File: config.mk
export PLATFORM = sky130hd
export DESIGN_NAME = frkr_restore_key
export DESIGN_NICKNAME = d
export VERILOG_FILES = /design/src/inc/frkr_pkg.sv /design/src/hw/frkr_key_match.sv /design/src/hw/frkr_restore_key.sv
export SDC_FILE = /design/constraint.sdc
export NUM_CORES = 1
export LEC_CHECK = 0
export BUFFER_PORTS_ARGS = -buffer_cell sky130_fd_sc_hd__clkbuf_2
export CAP_MARGIN = 15
export CORE_ASPECT_RATIO = 0.9
export CORE_MARGIN = 10
export CORE_UTILIZATION = 50
export DETAILED_ROUTE_END_ITERATION = 7
export GPL_TIMING_DRIVEN = 0
export HOLD_SLACK_MARGIN = 0.12
export PLACE_DENSITY = 0.89
export SYNTH_ARGS = -nofsm -noshare
export SYNTH_HDL_FRONTEND = slang
export SYNTH_SLANG_ARGS = --single-unit
File: constraint.sdc
create_clock -name clk -period 3.6 [get_ports clk]
set_input_delay 0.18 -clock clk [delete_from_list [all_inputs] [get_ports clk]]
set_output_delay 0.18 -clock clk [all_outputs]
set_load 0.02 [all_outputs]
File: src/inc/frkr_pkg.sv
/*
 * Package of the restore-to-defaults key register: object address,
 * key values, access sizes and the request/answer carriers.
 * Assumes the surrounding slave controller decodes frames into one
 * object-dictionary access per request and clocks this block with it.
 */
package frkr_pkg;

    // Object address of the restore entry
    localparam logic [15:0] FRKR_IDX_RESTORE    = 16'h1011;
    localparam logic [7:0]  FRKR_SUB_COUNT      = 8'h00;
    localparam logic [7:0]  FRKR_SUB_KEY        = 8'h01;

    // Read value of subindex 0: one entry follows
    localparam logic [31:0] FRKR_COUNT_VALUE    = 32'h0000_0001;

    // Accepted keys ("load" and its byte-reversed legacy form)
    localparam logic [31:0] FRKR_KEY_LOAD       = 32'h6461_6F6C;
    localparam logic [31:0] FRKR_KEY_ALT        = 32'h6C6F_6164;
    localparam logic [31:0] FRKR_KEY_RESET      = 32'h0000_0000;

    // Access size in bytes; only a full double word may trigger
    localparam logic [2:0]  FRKR_SIZE_FULL      = 3'h4;

    // Object-dictionary access request
    typedef struct packed {
        logic        valid;
        logic        write;
        logic [15:0] index;
        logic [7:0]  subindex;
        logic [2:0]  size;
        logic [31:0] data;
    } frkr_req_type;

    // Answer to one access, one cycle after it is taken
    typedef struct packed {
        logic        valid;
        logic        ok;
        logic [31:0] data;
    } frkr_rsp_type;

    // Restore commands toward the object dictionary storage
    typedef struct packed {
        logic changeable;
        logic backup;
    } frkr_restore_type;

endpackage

File: src/hw/frkr_key_match.sv
/*
 * Key comparator of the restore entry: tells whether a written value
 * is the current key or the legacy key, full width only.
 * Assumes data and size are stable in the cycle they are compared.
 */
`timescale 1ns/1ps

module frkr_key_match
    import frkr_pkg::*;
(
    input  wire logic [31:0] data,
    input  wire logic [2:0]  size,
    input  wire logic        legacy_en,
    output logic             load_hit,
    output logic             alt_hit
);

    // Whole 32-bit compare; a shorter access never matches
    wire logic full_size = (size == FRKR_SIZE_FULL);

    // Current key, and the legacy key only where older behaviour is on
    assign load_hit = full_size && (data == FRKR_KEY_LOAD);
    assign alt_hit  = full_size && legacy_en && (data == FRKR_KEY_ALT);

endmodule // frkr_key_match

File: src/hw/frkr_restore_key.sv
/*
 * Restore-to-factory-defaults key entry of a fieldbus slave's object
 * dictionary: subindex 1 of the restore object takes a 32-bit key and
 * a matching key fires restore commands to the dictionary storage.
 * Assumes a slave controller that hands over one decoded access per
 * request, on this clock, and that applies the restore commands.
 * The answer to every access comes one enabled clock later; there is
 * no stall, so the controller may issue one access per cycle.
 * A restore is only a pulse, one enabled clock long, on one or both command lines; the storage
 * that holds the dictionary entries does the actual reloading, and
 * nothing reports back when it is done.
 */
// Contract
// - The restore object offers a writable key entry at subindex 1.
// - Writing key 0x64616F6C returns every changeable entry to its default.
// - A valid key also returns all backup objects to their delivery state.
// - With older behaviour enabled, key 0x6C6F6164 restores the backup objects.
// - Any other full written value is only stored as the key entry and starts no restore.
// - No separate completion acknowledgement is produced for a restore.
`timescale 1ns/1ps

module frkr_restore_key
    import frkr_pkg::*;
(
    input  wire logic             clk,
    input  wire logic             nrst,
    input  wire logic             ce,
    input  wire logic             legacy_keys,
    input  wire frkr_req_type     od_req,
    output frkr_rsp_type          od_rsp,
    output frkr_restore_type      restore
);

    logic [31:0]      key_q;
    logic [31:0]      key_d;
    frkr_rsp_type     rsp_q;
    frkr_rsp_type     rsp_d;
    frkr_restore_type restore_q;
    frkr_restore_type restore_d;
    logic             load_hit;
    logic             alt_hit;

    // Address decode of the two subindices of the restore object
    wire logic obj_hit   = od_req.valid && (od_req.index == FRKR_IDX_RESTORE);
    wire logic sub0_hit  = obj_hit && (od_req.subindex == FRKR_SUB_COUNT);
    wire logic sub1_hit  = obj_hit && (od_req.subindex == FRKR_SUB_KEY);
    wire logic full_acc  = (od_req.size == FRKR_SIZE_FULL);

    // Key writes must be whole words; subindex 0 is read only
    wire logic write_hit = sub1_hit && od_req.write && full_acc;
    wire logic read_ok   = (sub0_hit || sub1_hit) && !od_req.write;
    wire logic req_ok    = write_hit || read_ok;

    // Key comparison kept separate so the legacy option stays local
    frkr_key_match u_match (
        .data      (od_req.data),
        .size      (od_req.size),
        .legacy_en (legacy_keys),
        .load_hit  (load_hit),
        .alt_hit   (alt_hit)
    );

    // A restore fires only on a whole-word write that matches a key
    wire logic fire_load = write_hit && load_hit;
    wire logic fire_alt  = write_hit && alt_hit;

    // Stored key is what reads return; any full write is kept as written
    // Wrong keys are stored too, so the master can read back what it sent
    assign key_d = write_hit ? od_req.data : key_q;

    // Read data selection for the two subindices
    wire logic [31:0] read_data = sub0_hit ? FRKR_COUNT_VALUE : key_q;

    // Answer: plain access status only, nothing that reports a restore
    // A write answer carries data 0 whether or not it matched a key
    always_comb
    begin
        rsp_d       = '0;
        rsp_d.valid = od_req.valid;
        rsp_d.ok    = req_ok;
        rsp_d.data  = read_ok ? read_data : FRKR_KEY_RESET;
    end

    // Restore commands: load key hits both stores, legacy key only backup
    // The legacy key never touches changeable entries, only the backups
    always_comb
    begin
        restore_d            = '0;
        restore_d.changeable = fire_load;
        restore_d.backup     = fire_load || fire_alt;
    end

    // Key register; frozen while the clock enable is low
    // Reset comes before ce, so a frozen block still clears on reset
    always_ff @(posedge clk)
    begin
        if (!nrst)
            key_q <= FRKR_KEY_RESET;
        else if (ce)
            key_q <= key_d;
    end

    // Answer and command pulses; a pulse held by a low ce is seen again in every cycle that ce stays low
    // Storage must therefore act on the pulse only while ce is high
    always_ff @(posedge clk)
    begin
        if (!nrst)
        begin
            rsp_q     <= '0;
            restore_q <= '0;
        end
        else if (ce)
        begin
            rsp_q     <= rsp_d;
            restore_q <= restore_d;
        end
    end

    // Outputs straight from the flops, so the master never sees decode glitches
    assign od_rsp  = rsp_q;
    assign restore = restore_q;

    // Checks on reset and clock enable; reset is checked without the disable
    a_reset_clears: assert property (@(posedge clk)
        !nrst |=> !od_rsp.valid && !restore.changeable && !restore.backup
            && key_q == FRKR_KEY_RESET)
        else $error("reset left the key entry or its outputs set");

    a_ce_freezes: assert property (@(posedge clk) disable iff (!nrst)
        !ce |=> $stable(key_q) && $stable(od_rsp) && $stable(restore))
        else $error("state moved while the clock enable was low");

    // Checks on stored key and readback
    a_key_write_stored: assert property (@(posedge clk) disable iff (!nrst)
        ce && write_hit |=> key_q == $past(od_req.data))
        else $error("key entry did not keep the written value");

    a_key_read_back: assert property (@(posedge clk) disable iff (!nrst)
        ce && sub1_hit && !od_req.write |=> od_rsp.valid && od_rsp.ok
            && od_rsp.data == $past(key_q))
        else $error("key entry read did not return the stored value");

    a_count_read: assert property (@(posedge clk) disable iff (!nrst)
        ce && sub0_hit && !od_req.write |=> od_rsp.valid && od_rsp.ok
            && od_rsp.data == FRKR_COUNT_VALUE)
        else $error("entry count read returned a wrong value");

    // Checks on restore commands and their cause
    a_load_restores_all: assert property (@(posedge clk) disable iff (!nrst)
        ce && write_hit && od_req.data == FRKR_KEY_LOAD
            |=> restore.changeable && restore.backup)
        else $error("load key did not restore changeable entries");

    a_changeable_cause: assert property (@(posedge clk) disable iff (!nrst)
        $rose(restore.changeable) |-> $past(write_hit)
            && $past(od_req.data) == FRKR_KEY_LOAD)
        else $error("changeable restore without the load key");

    a_backup_cause: assert property (@(posedge clk) disable iff (!nrst)
        $rose(restore.backup) |-> $past(write_hit) && ($past(od_req.data) == FRKR_KEY_LOAD
            || ($past(od_req.data) == FRKR_KEY_ALT && $past(legacy_keys))))
        else $error("backup restore without an accepted key");

    a_backup_one_cycle: assert property (@(posedge clk) disable iff (!nrst)
        ce && restore.backup && !fire_load && !fire_alt |=> !restore.backup)
        else $error("backup command stayed high past one cycle");

    a_alt_backup_only: assert property (@(posedge clk) disable iff (!nrst)
        ce && write_hit && legacy_keys && od_req.data == FRKR_KEY_ALT
            |=> restore.backup && !restore.changeable)
        else $error("legacy key did not restore only backup objects");

    a_alt_needs_legacy: assert property (@(posedge clk) disable iff (!nrst)
        ce && write_hit && !legacy_keys && od_req.data == FRKR_KEY_ALT
            |=> !restore.backup && !restore.changeable)
        else $error("legacy key acted while older behaviour was off");

    a_wrong_key_inert: assert property (@(posedge clk) disable iff (!nrst)
        ce && od_req.valid && od_req.data != FRKR_KEY_LOAD
            && !(legacy_keys && od_req.data == FRKR_KEY_ALT)
            |=> !restore.changeable && !restore.backup)
        else $error("restore fired on a value that is not a key");

    a_read_no_pulse: assert property (@(posedge clk) disable iff (!nrst)
        ce && od_req.valid && !od_req.write
            |=> !restore.changeable && !restore.backup)
        else $error("restore fired on a read");

    a_refused_key_kept: assert property (@(posedge clk) disable iff (!nrst)
        ce && od_req.valid && !write_hit |=> key_q == $past(key_q))
        else $error("key entry changed without an accepted write");

    a_refused_not_ok: assert property (@(posedge clk) disable iff (!nrst)
        ce && od_req.valid && !req_ok |=> od_rsp.valid && !od_rsp.ok
            && od_rsp.data == FRKR_KEY_RESET)
        else $error("refused access was answered as accepted");

    // Checks on the answer: access status only, never a restore report
    a_rsp_only_on_req: assert property (@(posedge clk) disable iff (!nrst)
        ce ##1 od_rsp.valid |-> $past(od_req.valid))
        else $error("answer given without a request");

    a_idle_no_rsp: assert property (@(posedge clk) disable iff (!nrst)
        ce && !od_req.valid |=> !od_rsp.valid)
        else $error("answer given in an idle cycle");

    a_write_no_ack: assert property (@(posedge clk) disable iff (!nrst)
        ce && write_hit |=> od_rsp.valid && od_rsp.ok
            && od_rsp.data == FRKR_KEY_RESET)
        else $error("key write answer carried more than a status");

    a_pulse_one_cycle: assert property (@(posedge clk) disable iff (!nrst)
        ce && restore.changeable && !fire_load |=> !restore.changeable)
        else $error("restore command stayed high past one cycle");

    a_partial_ignored: assert property (@(posedge clk) disable iff (!nrst)
        ce && sub1_hit && od_req.write && od_req.size != FRKR_SIZE_FULL
            |=> !restore.backup && !restore.changeable && !od_rsp.ok
            && key_q == $past(key_q))
        else $error("partial write reached the key entry");

endmodule // frkr_restore_key

Yosys cells after proc, flatten, opt, wreduce, memory -nomap -nowiden. Cells that the tools add are included.

Bits in registers: 68. Output and inout bits: 36. Logic and storage cells: 30.

Equal/unequal tests: 5. Muxes and demuxes: 2. Reductions and logical operators: 17.

Operators by type and width (number): $eq A32 B31 Y1 const B (2); $mux W32 (2); $eq A16 B13 Y1 const B (1); $logic_and A1 B1 Y1 (11); $eq A8 B1 Y1 const B (1); $logic_not A8 Y1 (1); $eq A3 B3 Y1 const B (1); $logic_or A1 B1 Y1 (3); $reduce_and A2 Y1 (1); $logic_not A1 Y1 (1).

Depth between registers and ports, before layout. Gate-level depths: netlist of run 1.

Word-level depth: 7. Depth in mapped cells: 6. Gate-level depth less buffers: 4.

Hierarchy. A second synthesis of run 1 with hierarchy kept.

Cell total of the unflattened synthesis: 294. Area, all modules: 2791.4 um2.

Modules (own cells, without submodules): frkr_restore_key (instances 1, cells an instance 278, area each 2655.0 um2, seq. area each 1361.3 um2); frkr_key_match (instances 1, cells an instance 16, area each 136.4 um2, seq. area each 0.0 um2).

Least setup slack after synthesis of run 1. No wires, ideal clock.

Kind: in2reg. Start point: input od_req[18] in the netlist's numbering. End point: register restore_q, in the netlist restore[1]. Setup time: 58 ps. Data arrival time: 1462 ps. Required time: 3542 ps. Path slack: 2080 ps. Stages: 4. Path buffers: 0. Cell sequence: or4b_4 -> or4_4 -> nor4_2 -> o21a_1.

Word-level cells in the longest chain between the ends: 3.

Ends and longest elaborated chain: from (decl) (RTL line frkr_restore_key.sv:29) `input wire frkr_req_type od_req,`; $eq A32 B31 Y1 (RTL line frkr_key_match.sv:22) `assign load_hit = full_size && (data == FRKR_KEY_LOAD);`; $logic_and A1 B1 Y1 (RTL line frkr_key_match.sv:22); $logic_and A1 B1 Y1 (RTL line frkr_restore_key.sv:64) `wire logic fire_load = write_hit && load_hit;`; to (signal assigned) (RTL line frkr_restore_key.sv:115) `restore_q <= restore_d;`; to (decl) (RTL line frkr_restore_key.sv:38) `frkr_restore_type restore_q;`.

No other way between the ends. A chain may end at the register's enable or synchronous reset.

Final worst setup path of run 1. Same ends and word-level chain as after synthesis.

==> insert_results.sql, run 1 <==
INSERT INTO impl_metrics (metric_group, metric, value, unit) VALUES
('outcome', 'result_of_the_run', 'finished clean', ''),
('yosys', 'synth_edf_count', '0', ''),
('sta', 'final.setup.worst_slack', '1630', 'ps'),
('yosys', 'synth_xor_xnor_area_share', '0', '%'),
('sta', 'layout_min_cycle_time', '1970', 'ps'),
('clock_network', 'clock_sinks', '68', ''),
('finish', 'layout.cells.most_common', 'sky130_fd_sc_hd__clkbuf_2', ''),
('worst_setup_path', 'timing.setup.critical_path_class', 'in2reg', ''),
('finish', 'finalNetCount', '480', ''),
('yosys', 'yosys.area_share.simple', '21.5', '%'),
('sta', 'slew_viol_final', '0', ''),
('grt', 'grt_antenna_before_repair', '0', ''),
('yosys', 'synth_fp_nets', '341', ''),
('routing', 'drt_first_pass_iters', '5', ''),
('finish', 'antenna_fix_cells', '0', ''),
('yosys', 'post_synthesis_async_set_or_reset_flop_share', '0', '%'),
('worst_setup_path', 'worstPathCellList', 'dlygate4sd3_1 > clkbuf_2 > or4b_4 > or4_4 > nor4_2 > o21a_1', ''),
('yosys', 'yosysTopAreaCell', 'sky130_fd_sc_hd__dfxtp_1', ''),
('clock_network', 'ctsRootBufferMaster', 'sky130_fd_sc_hd__clkbuf_8', ''),
('yosys', 'ys_seq_elements', '68', ''),
('routing', 'drt-total-wl', '8960', 'um'),
('worst_setup_path', 'timing.critical_path.arrival', '2250', 'ps'),
('floorplan', 'core.rowCount', '25', ''),
('worst_setup_path', 'timing.critical_path.to_type', 'register', ''),
('yosys', 'post_syn_area', '2830', 'um2'),
('yosys', 'synth_compound_gate_area_share', '25.5', '%'),
('placed_design', 'port_buffers', '100', ''),
('routing', 'drt_first_iter_violations', '234', ''),
('yosys', 'synthCells', '276', ''),
('grt', 'overflow', '0', ''),
('worst_setup_path', 'worst_ep_required_time', '3880', 'ps'),
('yosys', 'muxShareOfSynthArea', '0', '%'),
('sta', 'worst-slew-pin-transition', '542', 'ps'),
('routing', 'detail_route.drc_violations', '0', ''),
('worst_setup_path', 'crit_path_max_fanout', '3', ''),
('hold_path', 'hold_class', 'in2reg', ''),
('worst_setup_path', 'cp-start-kind', 'input pin', ''),
('clock_network', 'clk_pin_slew', '60', 'ps'),
('sta', 'finalSetupViolCount', '0', ''),
('yosys', 'largest_family_of_logic_cells_by_synthesized_area', 'compound AO/OA/AOI/OAI gates', ''),
('routing', 'vias', '2865', ''),
('grt', 'grt_use_total', '19.4', '%'),
('power_and_ir_drop', 'p_per_area', '371', 'nW/um2'),
('routing', 'per_cell_via_count_in_the_routed_design', '5.91', ''),
('yosys', 'synth_cell_type_count', '38', ''),
('grt', 'pin_count_of_the_biggest_net_entering_global_routing', '11', ''),
('sta', 'timing.final.hold_violations', '0', ''),
('placed_design', 'post_placement_worst_setup_slack', '1810', 'ps'),
('run', 'cap_viol_max_count', '0', ''),
('yosys', 'synth_fa_ha_area_share', '0', '%'),
('floorplan', 'die_w', '99.3', 'um'),
('grt', 'first_global_vias', '2912', ''),
('clock_network', 'cts.path.max_buffers', '2', ''),
('routing', 'routed_wire_length_per_instance', '18.5', 'um'),
('yosys', 'avgSynthCellArea', '10.2', 'um2'),
('grt', 'grt_first_pass_wirelength', '14400', 'um'),
('worst_setup_path', 'worst_path_largest_cell_delay', '550', 'ps'),
('sta', 'fmax', '0.507', 'GHz'),
('power_and_ir_drop', 'cellLeakagePower', '0.00160', 'uW'),
('finish', 'area_growth_syn_to_layout', '36.6', '%'),
('power_and_ir_drop', 'power.ir.vdd_worst', '0.000284', 'V'),
('yosys', 'synth-main-ff-cell', 'sky130_fd_sc_hd__dfxtp_1', ''),
('finish', 'postLayoutCoreUtil', '71.8', '%'),
('floorplan', 'io_pins', '101', ''),
('worst_setup_path', 'standard_cell_with_the_maximum_stage_delay_on_the_critical_path', 'sky130_fd_sc_hd__dlygate4sd3_1', ''),
('finish', 'layout-drive-gt1-share', '32.8', '%'),
('placed_design', 'gp_routability_congestion', '0.881', ''),
('yosys', 'top_area_cell_type_share_of_the_netlist_area', '48.1', '%'),
('clock_network', 'clock_latency', '340', 'ps'),
('sta', 'finClkSkew', '6.02', 'ps'),
('sta', 'rsz0062_at_grt', 'false', '');
-- timing repair --
item	CTS	global route
hold endpoints to repair	28	0
hold buffers	28	0
resized for setup	0	0
buffers inserted	0	0
endpoints found under the setup margin	0	0
-- synth_stat cells, drive strengths merged, types with 2 or more instances --
library cell  instances
dfxtp                68
nand4                36
a21boi               34
o21ai                33
a22o                 31
clkbuf               17
buf                  12
and4bb                5
nand2                 5
nor4                  4
nand3                 3
nor4b                 3
inv                   2
nand4b                2
nor2                  2
nor2b                 2
nor3                  2
or4b                  2
-- worst paths after layout --
check	slack, ps	end	start	depth (start not counted)
setup / recovery	1630	restore[1]	od_req[18]	6
hold / removal	140	od_rsp[33]	ce	3
setup reg to reg	2810	od_rsp[0]	key_q[0]	4
hold reg to reg	460	od_rsp[13]	key_q[13]	1
-- power by group --
part	internal, uW	switching, uW
clock network	310	259
logic	61.8	50.1
registers	753	0.386
total	1120	310
-- routing by layer --
layer / global-route usage, % / wire [um] / vias up
met2: 32.6 / 4370 / 135
li1: - / - / 1350
met1: 21.7 / 3560 / 1354
met4: 8.00 / 213 / 0
met5: 0 / 0 / -
met3: 6.59 / 816 / 26
-- kinds of logic (layout without fill, tap and decap cells) --
kind of cell           Yosys count  in the layout
AND/OR/NAND/NOR                 75             75
buffers and inverters           31            173
AO/OA/AOI/OAI                  102            102
flip-flops                      68             68
-- critical path: cells and delay by family --
| kind | cells | cell delay (ps) |
|---|---|---|
| buffers and inverters | 2 | 680 |
| AO/OA/AOI/OAI | 1 | 140 |
| AND/OR/NAND/NOR | 3 | 1240 |
-- layout make-up --
class / instances / area [um2]
Tap cell: 67 / 83.8
Timing Repair Buffer: 128 / 781
Sequential cell: 68 / 1360
Clock inverter: 3 / 40.0
Multi-Input combinational cell: 177 / 1330
Fill cell: 424 / 1520
Buffer: 29 / 131
Inverter: 2 / 7.51
Clock buffer: 11 / 131
-- registers in the layout, indices dropped and copies added, names as in the netlist --
signal   cells
key_q       32
od_rsp      34
restore      2
-- per-stage QoR --
step           total power, uW  hold WS [ps]  instances  area (um2)
3_5_place_dp               855           441        443        3410
4_1_cts                   1440           121        485        3860
3_3_place_gp               853           428        443        3410
6_report                  1430           137        485        3860
2_1_floorplan              801           315        276        2830
5_1_grt                   1480           128        485        3860
Power figures use the tool's default switching activity.
==> inputs of run 2 (changes only) <==
--- a/config.mk
+++ b/config.mk
@@ -9,11 +9,11 @@
 export CAP_MARGIN = 15
 export CORE_ASPECT_RATIO = 0.9
 export CORE_MARGIN = 10
-export CORE_UTILIZATION = 50
+export CORE_UTILIZATION = 44
 export DETAILED_ROUTE_END_ITERATION = 7
 export GPL_TIMING_DRIVEN = 0
 export HOLD_SLACK_MARGIN = 0.12
-export PLACE_DENSITY = 0.89
+export PLACE_DENSITY = 0.84
 export SYNTH_ARGS = -nofsm -noshare
 export SYNTH_HDL_FRONTEND = slang
 export SYNTH_SLANG_ARGS = --single-unit
==> constraint.sdc (replaced) <==
create_clock -name clk -period 1.59 [get_ports clk]
set_input_delay 0.0795 -clock clk [delete_from_list [all_inputs] [get_ports clk]]
set_output_delay 0.0795 -clock clk [all_outputs]
set_load 0.02 [all_outputs]
==> run 2 against run 1 <==
Effect of this change:
- combinational power increased by 140%
- non-clock buffer count is 9 higher
- largest cell class unchanged
- register-to-register slack worse by 2000 ps
- sequential share of layout area shrank 1.0 points
- critical path type unchanged
- critical path depth did not move
- clock-buffer cell count increased by 2
- worst hold slack worse by 6.3 ps
==> insert_results.sql, run 2 (same netlist as run 1, synthesis figures left out) <==
INSERT INTO impl_metrics (metric_group, metric, value, unit) VALUES
('outcome', 'result_of_the_run', 'finished clean', ''),
('finish', 'antenna_fix_cells', '0', ''),
('clock_network', 'clock_sinks', '68', ''),
('run', 'cap_viol_max_count', '0', ''),
('sta', 'worst-slew-pin-transition', '533', 'ps'),
('grt', 'grt_use_total', '18.3', '%'),
('hold_path', 'hold_class', 'in2reg', ''),
('power_and_ir_drop', 'cellLeakagePower', '0.00164', 'uW'),
('floorplan', 'initial_utilization', '45.7', '%'),
('worst_setup_path', 'crit_path_max_fanout', '3', ''),
('clock_network', 'cts.path.max_buffers', '2', ''),
('sta', 'finalSetupViolCount', '0', ''),
('routing', 'drt_first_iter_violations', '156', ''),
('worst_setup_path', 'worst_ep_required_time', '1890', 'ps'),
('finish', 'layout.cells.most_common_list', 'sky130_fd_sc_hd__clkbuf_2 (100), sky130_fd_sc_hd__dfxtp_1 (68), sky130_fd_sc_hd__dlygate4sd3_1 (36)', ''),
('clock_network', 'clk_pin_slew', '70', 'ps'),
('routing', 'routed_wire_length_per_instance', '17.6', 'um'),
('clock_network', 'cts_h_tree_depth', '3', ''),
('placed_design', 'port_buffers', '100', ''),
('sta', 'layout_min_cycle_time', '1530', 'ps'),
('placed_design', 'hpwlAfterDp', '6520', 'um'),
('placed_design', 'dpl.cell_count', '463', ''),
('worst_setup_path', 'crit_buf_inv', '2', ''),
('power_and_ir_drop', 'p_per_area', '809', 'nW/um2'),
('worst_setup_path', 'critical_path_depth', '6', ''),
('grt', 'grt_first_pass_wirelength', '14900', 'um'),
('sta', 'fmax', '0.654', 'GHz'),
('routing', 'vias', '2882', ''),
('sta', 'timing.final.hold_violations', '0', ''),
('floorplan', 'io_pins', '101', ''),
('grt', 'overflow', '0', ''),
('clock_network', 'tritoncts.num_buffers', '9', ''),
('sta', 'min_period_over_period', '96.1', '%'),
('worst_setup_path', 'timing.critical_path.arrival', '1820', 'ps'),
('routing', 'detail_route.drc_violations', '0', ''),
('hold_path', 'min_delay_path_depth', '4', ''),
('finish', 'layout-drive-gt1-share', '32.7', '%'),
('grt', 'grt_antenna_before_repair', '0', ''),
('worst_setup_path', 'critPathTopFamily', 'simple AND/OR/NAND/NOR gates', ''),
('sta', 'finClkSkew', '10.1', 'ps'),
('clock_network', 'tritoncts_clock_tree', 'done', ''),
('worst_setup_path', 'worst_path_largest_cell_delay', '560', 'ps'),
('worst_setup_path', 'standard_cell_with_the_maximum_stage_delay_on_the_critical_path', 'sky130_fd_sc_hd__or4_4', ''),
('sta', 'hold_slack', '131', 'ps'),
('grt', 'pin_count_of_the_biggest_net_entering_global_routing', '11', ''),
('floorplan', 'core.rowCount', '27', ''),
('worst_setup_path', 'worstPathCellList', 'dlygate4sd3_1 > clkbuf_2 > nand4b_1 > or4_4 > nor4_2 > o21a_1', ''),
('routing', 'per_cell_via_count_in_the_routed_design', '5.60', ''),
('finish', 'largest_reg_flops', '34', ''),
('finish', 'layout.cells.most_common', 'sky130_fd_sc_hd__clkbuf_2', ''),
('power_and_ir_drop', 'power.ir.vdd_worst', '0.000380', 'V'),
('routing', 'drt-total-wl', '9050', 'um'),
('finish', 'stdcell_count', '515', ''),
('sta', 'timing.max_slew.rel_slack', '64.5', '%'),
('hold_path', 'hold_start', 'od_req[59]', ''),
('worst_setup_path', 'timing.critical_path.to_type', 'register', ''),
('sta', 'tns', '0', 'ps'),
('routing', 'postRouteAntennaNets', '0', ''),
('worst_setup_path', 'cp-start-kind', 'input pin', ''),
('placed_design', 'detailed_place.area', '3440', 'um2'),
('finish', 'finalNetCount', '489', ''),
('clock_network', 'clock_latency', '350', 'ps'),
('clock_network', 'ctsRootBufferMaster', 'sky130_fd_sc_hd__clkbuf_8', ''),
('hold_path', 'hold_end', 'od_rsp[0]', ''),
('floorplan', 'floorplan.core_area', '6180', 'um2'),
('grt', 'first_global_vias', '3054', ''),
('finish', 'area_growth_syn_to_layout', '40.7', '%'),
('floorplan', 'die-area', '10000', 'um2'),
('floorplan', 'die_w', '105', 'um'),
('sta', 'rsz0062_at_grt', 'false', ''),
('worst_setup_path', 'crit-reg2reg-launch', 'key_q[0]', ''),
('placed_design', 'gp_routability_congestion', '0.841', ''),
('finish', 'postLayoutCellArea', '3980', 'um2'),
('worst_setup_path', 'worst-r2r-cell-count', '4', ''),
('worst_setup_path', 'r2r_end', 'od_rsp[0]', ''),
('worst_setup_path', 'slack_of_the_worst_reg_to_reg_path', '790', 'ps'),
('sta', 'slew_viol_final', '0', ''),
('routing', 'drt_first_pass_iters', '4', ''),
('floorplan', 'vertical_die_dimension', '96.1', 'um'),
('worst_setup_path', 'timing.setup.critical_path_class', 'in2reg', '');
==> run 2: cell types whose count changed in the layout (fill, tap and decap cells not counted) <==
cell	delta
sky130_fd_sc_hd__o31ai_1	-1
sky130_fd_sc_hd__bufinv_16	-1
sky130_fd_sc_hd__dlygate4sd3_1	+8
sky130_fd_sc_hd__o31ai_2	+1
sky130_fd_sc_hd__buf_4	+1
sky130_fd_sc_hd__clkbuf_8	+2
==> run 2: repair_timing <==
| action | CTS | global route |
|---|---|---|
| buffers inserted | 0 | 1 |
| gates resized for setup | 0 | 1 |
| hold buffers | 36 | 0 |
| endpoints found under the hold margin | 34 | 0 |
| endpoints found under the setup margin | 0 | 1 |
==> run 2: worst min-delay path, cell delays in order <==
cell and delay, ps:
sky130_fd_sc_hd__clkbuf_2 150, sky130_fd_sc_hd__a21oi_1 50, sky130_fd_sc_hd__nand3_1 70, sky130_fd_sc_hd__a21boi_1 70
==> run 2: worst max path at each step <==
stage / from / slack [ps] / end
floorplan: od_req[18] / 170 / restore[1]
global placement: od_req[41] / -80 / key_q[5]
detailed placement: od_req[41] / -130 / key_q[27]
CTS: od_req[4] / 20 / restore[0]
global route: od_req[4] / 3 / restore[0]
finish: od_req[17] / 60 / restore[1]
==> run 2: cell type report <==
class                           instances  area [um2]
Buffer                                 29         131
Timing Repair Buffer                  137         868
Clock buffer                           13         159
Clock inverter                          2        10.0
Tap cell                               87         109
Multi-Input combinational cell        177        1330
Inverter                                2        7.51
Fill cell                             512        2200
Sequential cell                        68        1360
==> run 2: power breakdown <==
group / internal [uW] / switching (uW) / total [uW]
combinational: 153 / 117 / 270
sequential: 1700 / 0.657 / 1700
clock: 638 / 605 / 1240
==> run 2: metal layers <==
layer	global-route usage [%]	vias up	wire, um
li1	-	1362	-
met1	21.0	1385	3760
met2	30.9	116	4460
met3	5.01	19	622
met4	10.3	0	202
met5	0	-	0
==> run 2: metrics by stage <==
step | power (uW) | util [%] | setup WS (ps)
CTS | 3230 | 64.2 | 18.7
detailed placement | 1940 | 55.6 | -129
finish | 3220 | 64.4 | 61.6
global route | 3320 | 64.4 | 3.30
floorplan | 1810 | - | 170
global placement | 1930 | 55.6 | -81.6
==> inputs of run 3 (changes only) <==
--- a/config.mk
+++ b/config.mk
@@ -11,7 +11,6 @@
 export CORE_MARGIN = 10
 export CORE_UTILIZATION = 44
 export DETAILED_ROUTE_END_ITERATION = 7
-export GPL_TIMING_DRIVEN = 0
 export HOLD_SLACK_MARGIN = 0.12
 export PLACE_DENSITY = 0.84
 export SYNTH_ARGS = -nofsm -noshare
==> run 3 against run 2 <==
Effect of this change:
- critical path depth rose by 1
- sequential share of layout area fell by 0.72 points
- combinational power barely moved
- via count fell by 3.9%
- power rose by 6.3%
- worst setup slack got worse by 1.8 ps
- flip-flop and latch count did not move
- clock power rose by 16%
- sequential power barely moved
- clock-buffer cell count fell by 1
- global-route usage fell by 0.33 points
- utilization rose by 1.4 points
==> insert_results.sql, run 3 (same netlist as run 1, synthesis figures left out) <==
INSERT INTO impl_metrics (metric_group, metric, value, unit) VALUES
('sta', 'finalSetupViolCount', '0', ''),
('sta', 'fmax', '0.654', 'GHz'),
('power_and_ir_drop', 'p_per_area', '842', 'nW/um2'),
('routing', 'drt_first_pass_iters', '4', ''),
('sta', 'final.setup.worst_slack', '59.8', 'ps'),
('grt', 'grt_first_pass_wirelength', '14600', 'um'),
('clock_network', 'cts_h_tree_depth', '3', ''),
('power_and_ir_drop', 'cellLeakagePower', '0.00167', 'uW'),
('sta', 'finClkSkew', '6.72', 'ps'),
('placed_design', 'port_buffers', '100', ''),
('sta', 'slew_viol_final', '0', ''),
('routing', 'vias', '2770', ''),
('placed_design', 'hpwlAfterDp', '6000', 'um'),
('floorplan', 'vertical_die_dimension', '96.1', 'um'),
('routing', 'drt-total-wl', '9260', 'um'),
('run', 'cap_viol_max_count', '0', ''),
('clock_network', 'ctsRootBufferMaster', 'sky130_fd_sc_hd__clkbuf_8', ''),
('finish', 'finalNetCount', '472', ''),
('grt', 'pin_count_of_the_biggest_net_entering_global_routing', '36', ''),
('sta', 'layout_min_cycle_time', '1530', 'ps'),
('routing', 'per_cell_via_count_in_the_routed_design', '5.55', ''),
('clock_network', 'clock_latency', '340', 'ps'),
('clock_network', 'cts.path.max_buffers', '2', ''),
('finish', 'layout-drive-gt1-share', '34.5', '%'),
('power_and_ir_drop', 'power.ir.vdd_worst', '0.000792', 'V'),
('hold_path', 'hold_class', 'in2reg', ''),
('worst_setup_path', 'timing.critical_path.to_type', 'register', ''),
('placed_design', 'dpl.cell_count', '444', ''),
('finish', 'layout.cells.most_common', 'sky130_fd_sc_hd__clkbuf_2', ''),
('grt', 'grt_antenna_before_repair', '0', ''),
('floorplan', 'die-area', '10000', 'um2'),
('sta', 'worst-slew-pin-transition', '361', 'ps'),
('finish', 'stdcell_count', '499', ''),
('clock_network', 'clock_sinks', '68', ''),
('finish', 'num-fill-cells', '489', ''),
('clock_network', 'clk_pin_slew', '70', 'ps'),
('floorplan', 'core.rowCount', '27', ''),
('placed_design', 'post_placement_worst_setup_slack', '27.9', 'ps'),
('placed_design', 'gp_routability_congestion', '0.805', ''),
('finish', 'area_growth_syn_to_layout', '43.7', '%'),
('grt', 'grt_use_total', '18.0', '%'),
('sta', 'rsz0062_at_grt', 'false', ''),
('grt', 'first_global_vias', '2904', ''),
('finish', 'largest_reg_flops', '34', ''),
('placed_design', 'detailed_place.area', '3450', 'um2'),
('worst_setup_path', 'worst_ep_required_time', '1840', 'ps'),
('worst_setup_path', 'timing.setup.critical_path_class', 'in2reg', ''),
('worst_setup_path', 'cp-start-kind', 'input pin', ''),
('routing', 'detail_route.drc_violations', '0', ''),
('sta', 'min_period_over_period', '96.2', '%'),
('worst_setup_path', 'timing.critical_path.arrival', '1780', 'ps'),
('grt', 'overflow', '0', ''),
('floorplan', 'floorplan.core_area', '6180', 'um2'),
('sta', 'hold_slack', '175', 'ps'),
('outcome', 'result_of_the_run', 'finished clean', ''),
('finish', 'layout.cells.most_common_list', 'sky130_fd_sc_hd__clkbuf_2 (99), sky130_fd_sc_hd__dfxtp_1 (68), sky130_fd_sc_hd__dlygate4sd3_1 (36)', ''),
('floorplan', 'die_w', '105', 'um'),
('clock_network', 'tritoncts_clock_tree', 'done', ''),
('finish', 'antenna_fix_cells', '0', ''),
('floorplan', 'initial_utilization', '45.7', '%'),
('sta', 'tns', '0', 'ps'),
('floorplan', 'io_pins', '101', ''),
('sta', 'timing.final.hold_violations', '0', ''),
('finish', 'postLayoutCellArea', '4060', 'um2'),
('clock_network', 'tritoncts.num_buffers', '9', ''),
('routing', 'drt_first_iter_violations', '100', ''),
('routing', 'routed_wire_length_per_instance', '18.5', 'um'),
('sta', 'timing.max_slew.rel_slack', '75.8', '%'),
('worst_setup_path', 'crit_path_max_fanout', '35', ''),
('routing', 'postRouteAntennaNets', '0', '');
[run 3: area by class of cell]
| cell class | count | area, um2 | share of cell area [%] |
|---|---|---|---|
| repair buffers | 149 | 1050 | 25.8 |
| multi-input cells | 177 | 1330 | 32.8 |
| clock buffers | 12 | 155 | 3.82 |
| clock inverters | 4 | 47.5 | 1.17 |
| well taps | 87 | 109 | 2.68 |
| inverters | 2 | 7.51 | 0.185 |
| flip-flops and latches | 68 | 1360 | 33.5 |
[run 3: routing by layer]
metal | global-route usage [%] | up-vias | wire, um
li1 | - | 1336 | -
met2 | 32.4 | 104 | 4730
met1 | 19.6 | 1312 | 3670
met3 | 5.61 | 18 | 657
met5 | 0 | - | 0
met4 | 7.41 | 0 | 195
[run 3: power by group]
part | internal [uW] | leakage [uW] | total [uW] | switching, uW
Combinational | 158 | 0.00102 | 273 | 115
Clock | 805 | 0.000102 | 1440 | 637
Sequential | 1700 | 0.000548 | 1700 | 0.781
Total | 2670 | 0.00167 | 3420 | 754
[run 3: metrics by stage]
stage | power (uW) | utilization (%)
floorplan | 1810 | -
global placement | 1930 | 55.7
detailed placement | 1940 | 55.7
CTS | 3440 | 65.0
global route | 3530 | 65.7
finish | 3420 | 65.7
[run 3: worst max-delay path: stages]
cell and delay [ps]:
sky130_fd_sc_hd__dlygate4sd3_1 530, sky130_fd_sc_hd__clkbuf_2 120, sky130_fd_sc_hd__and4b_4 250, sky130_fd_sc_hd__and4_1 250
sky130_fd_sc_hd__buf_12 210, sky130_fd_sc_hd__nand3_1 90, sky130_fd_sc_hd__o31ai_1 230
[run 3: worst paths after layout]
check	start	depth (start not counted)	endpoint	slack, ps
max	od_req[60]	7	restore[0]	60
min	od_req[3]	4	restore[0]	180
max reg2reg	key_q[0]	5	od_rsp[0]	250
min reg2reg	key_q[26]	1	od_rsp[26]	460
[run 3: what timing repair did]
item	CTS	global route
hold buffers	37	0
hold endpoints to repair	34	0
gates resized for setup	0	3
setup endpoints to repair	0	33
setup buffers	0	2
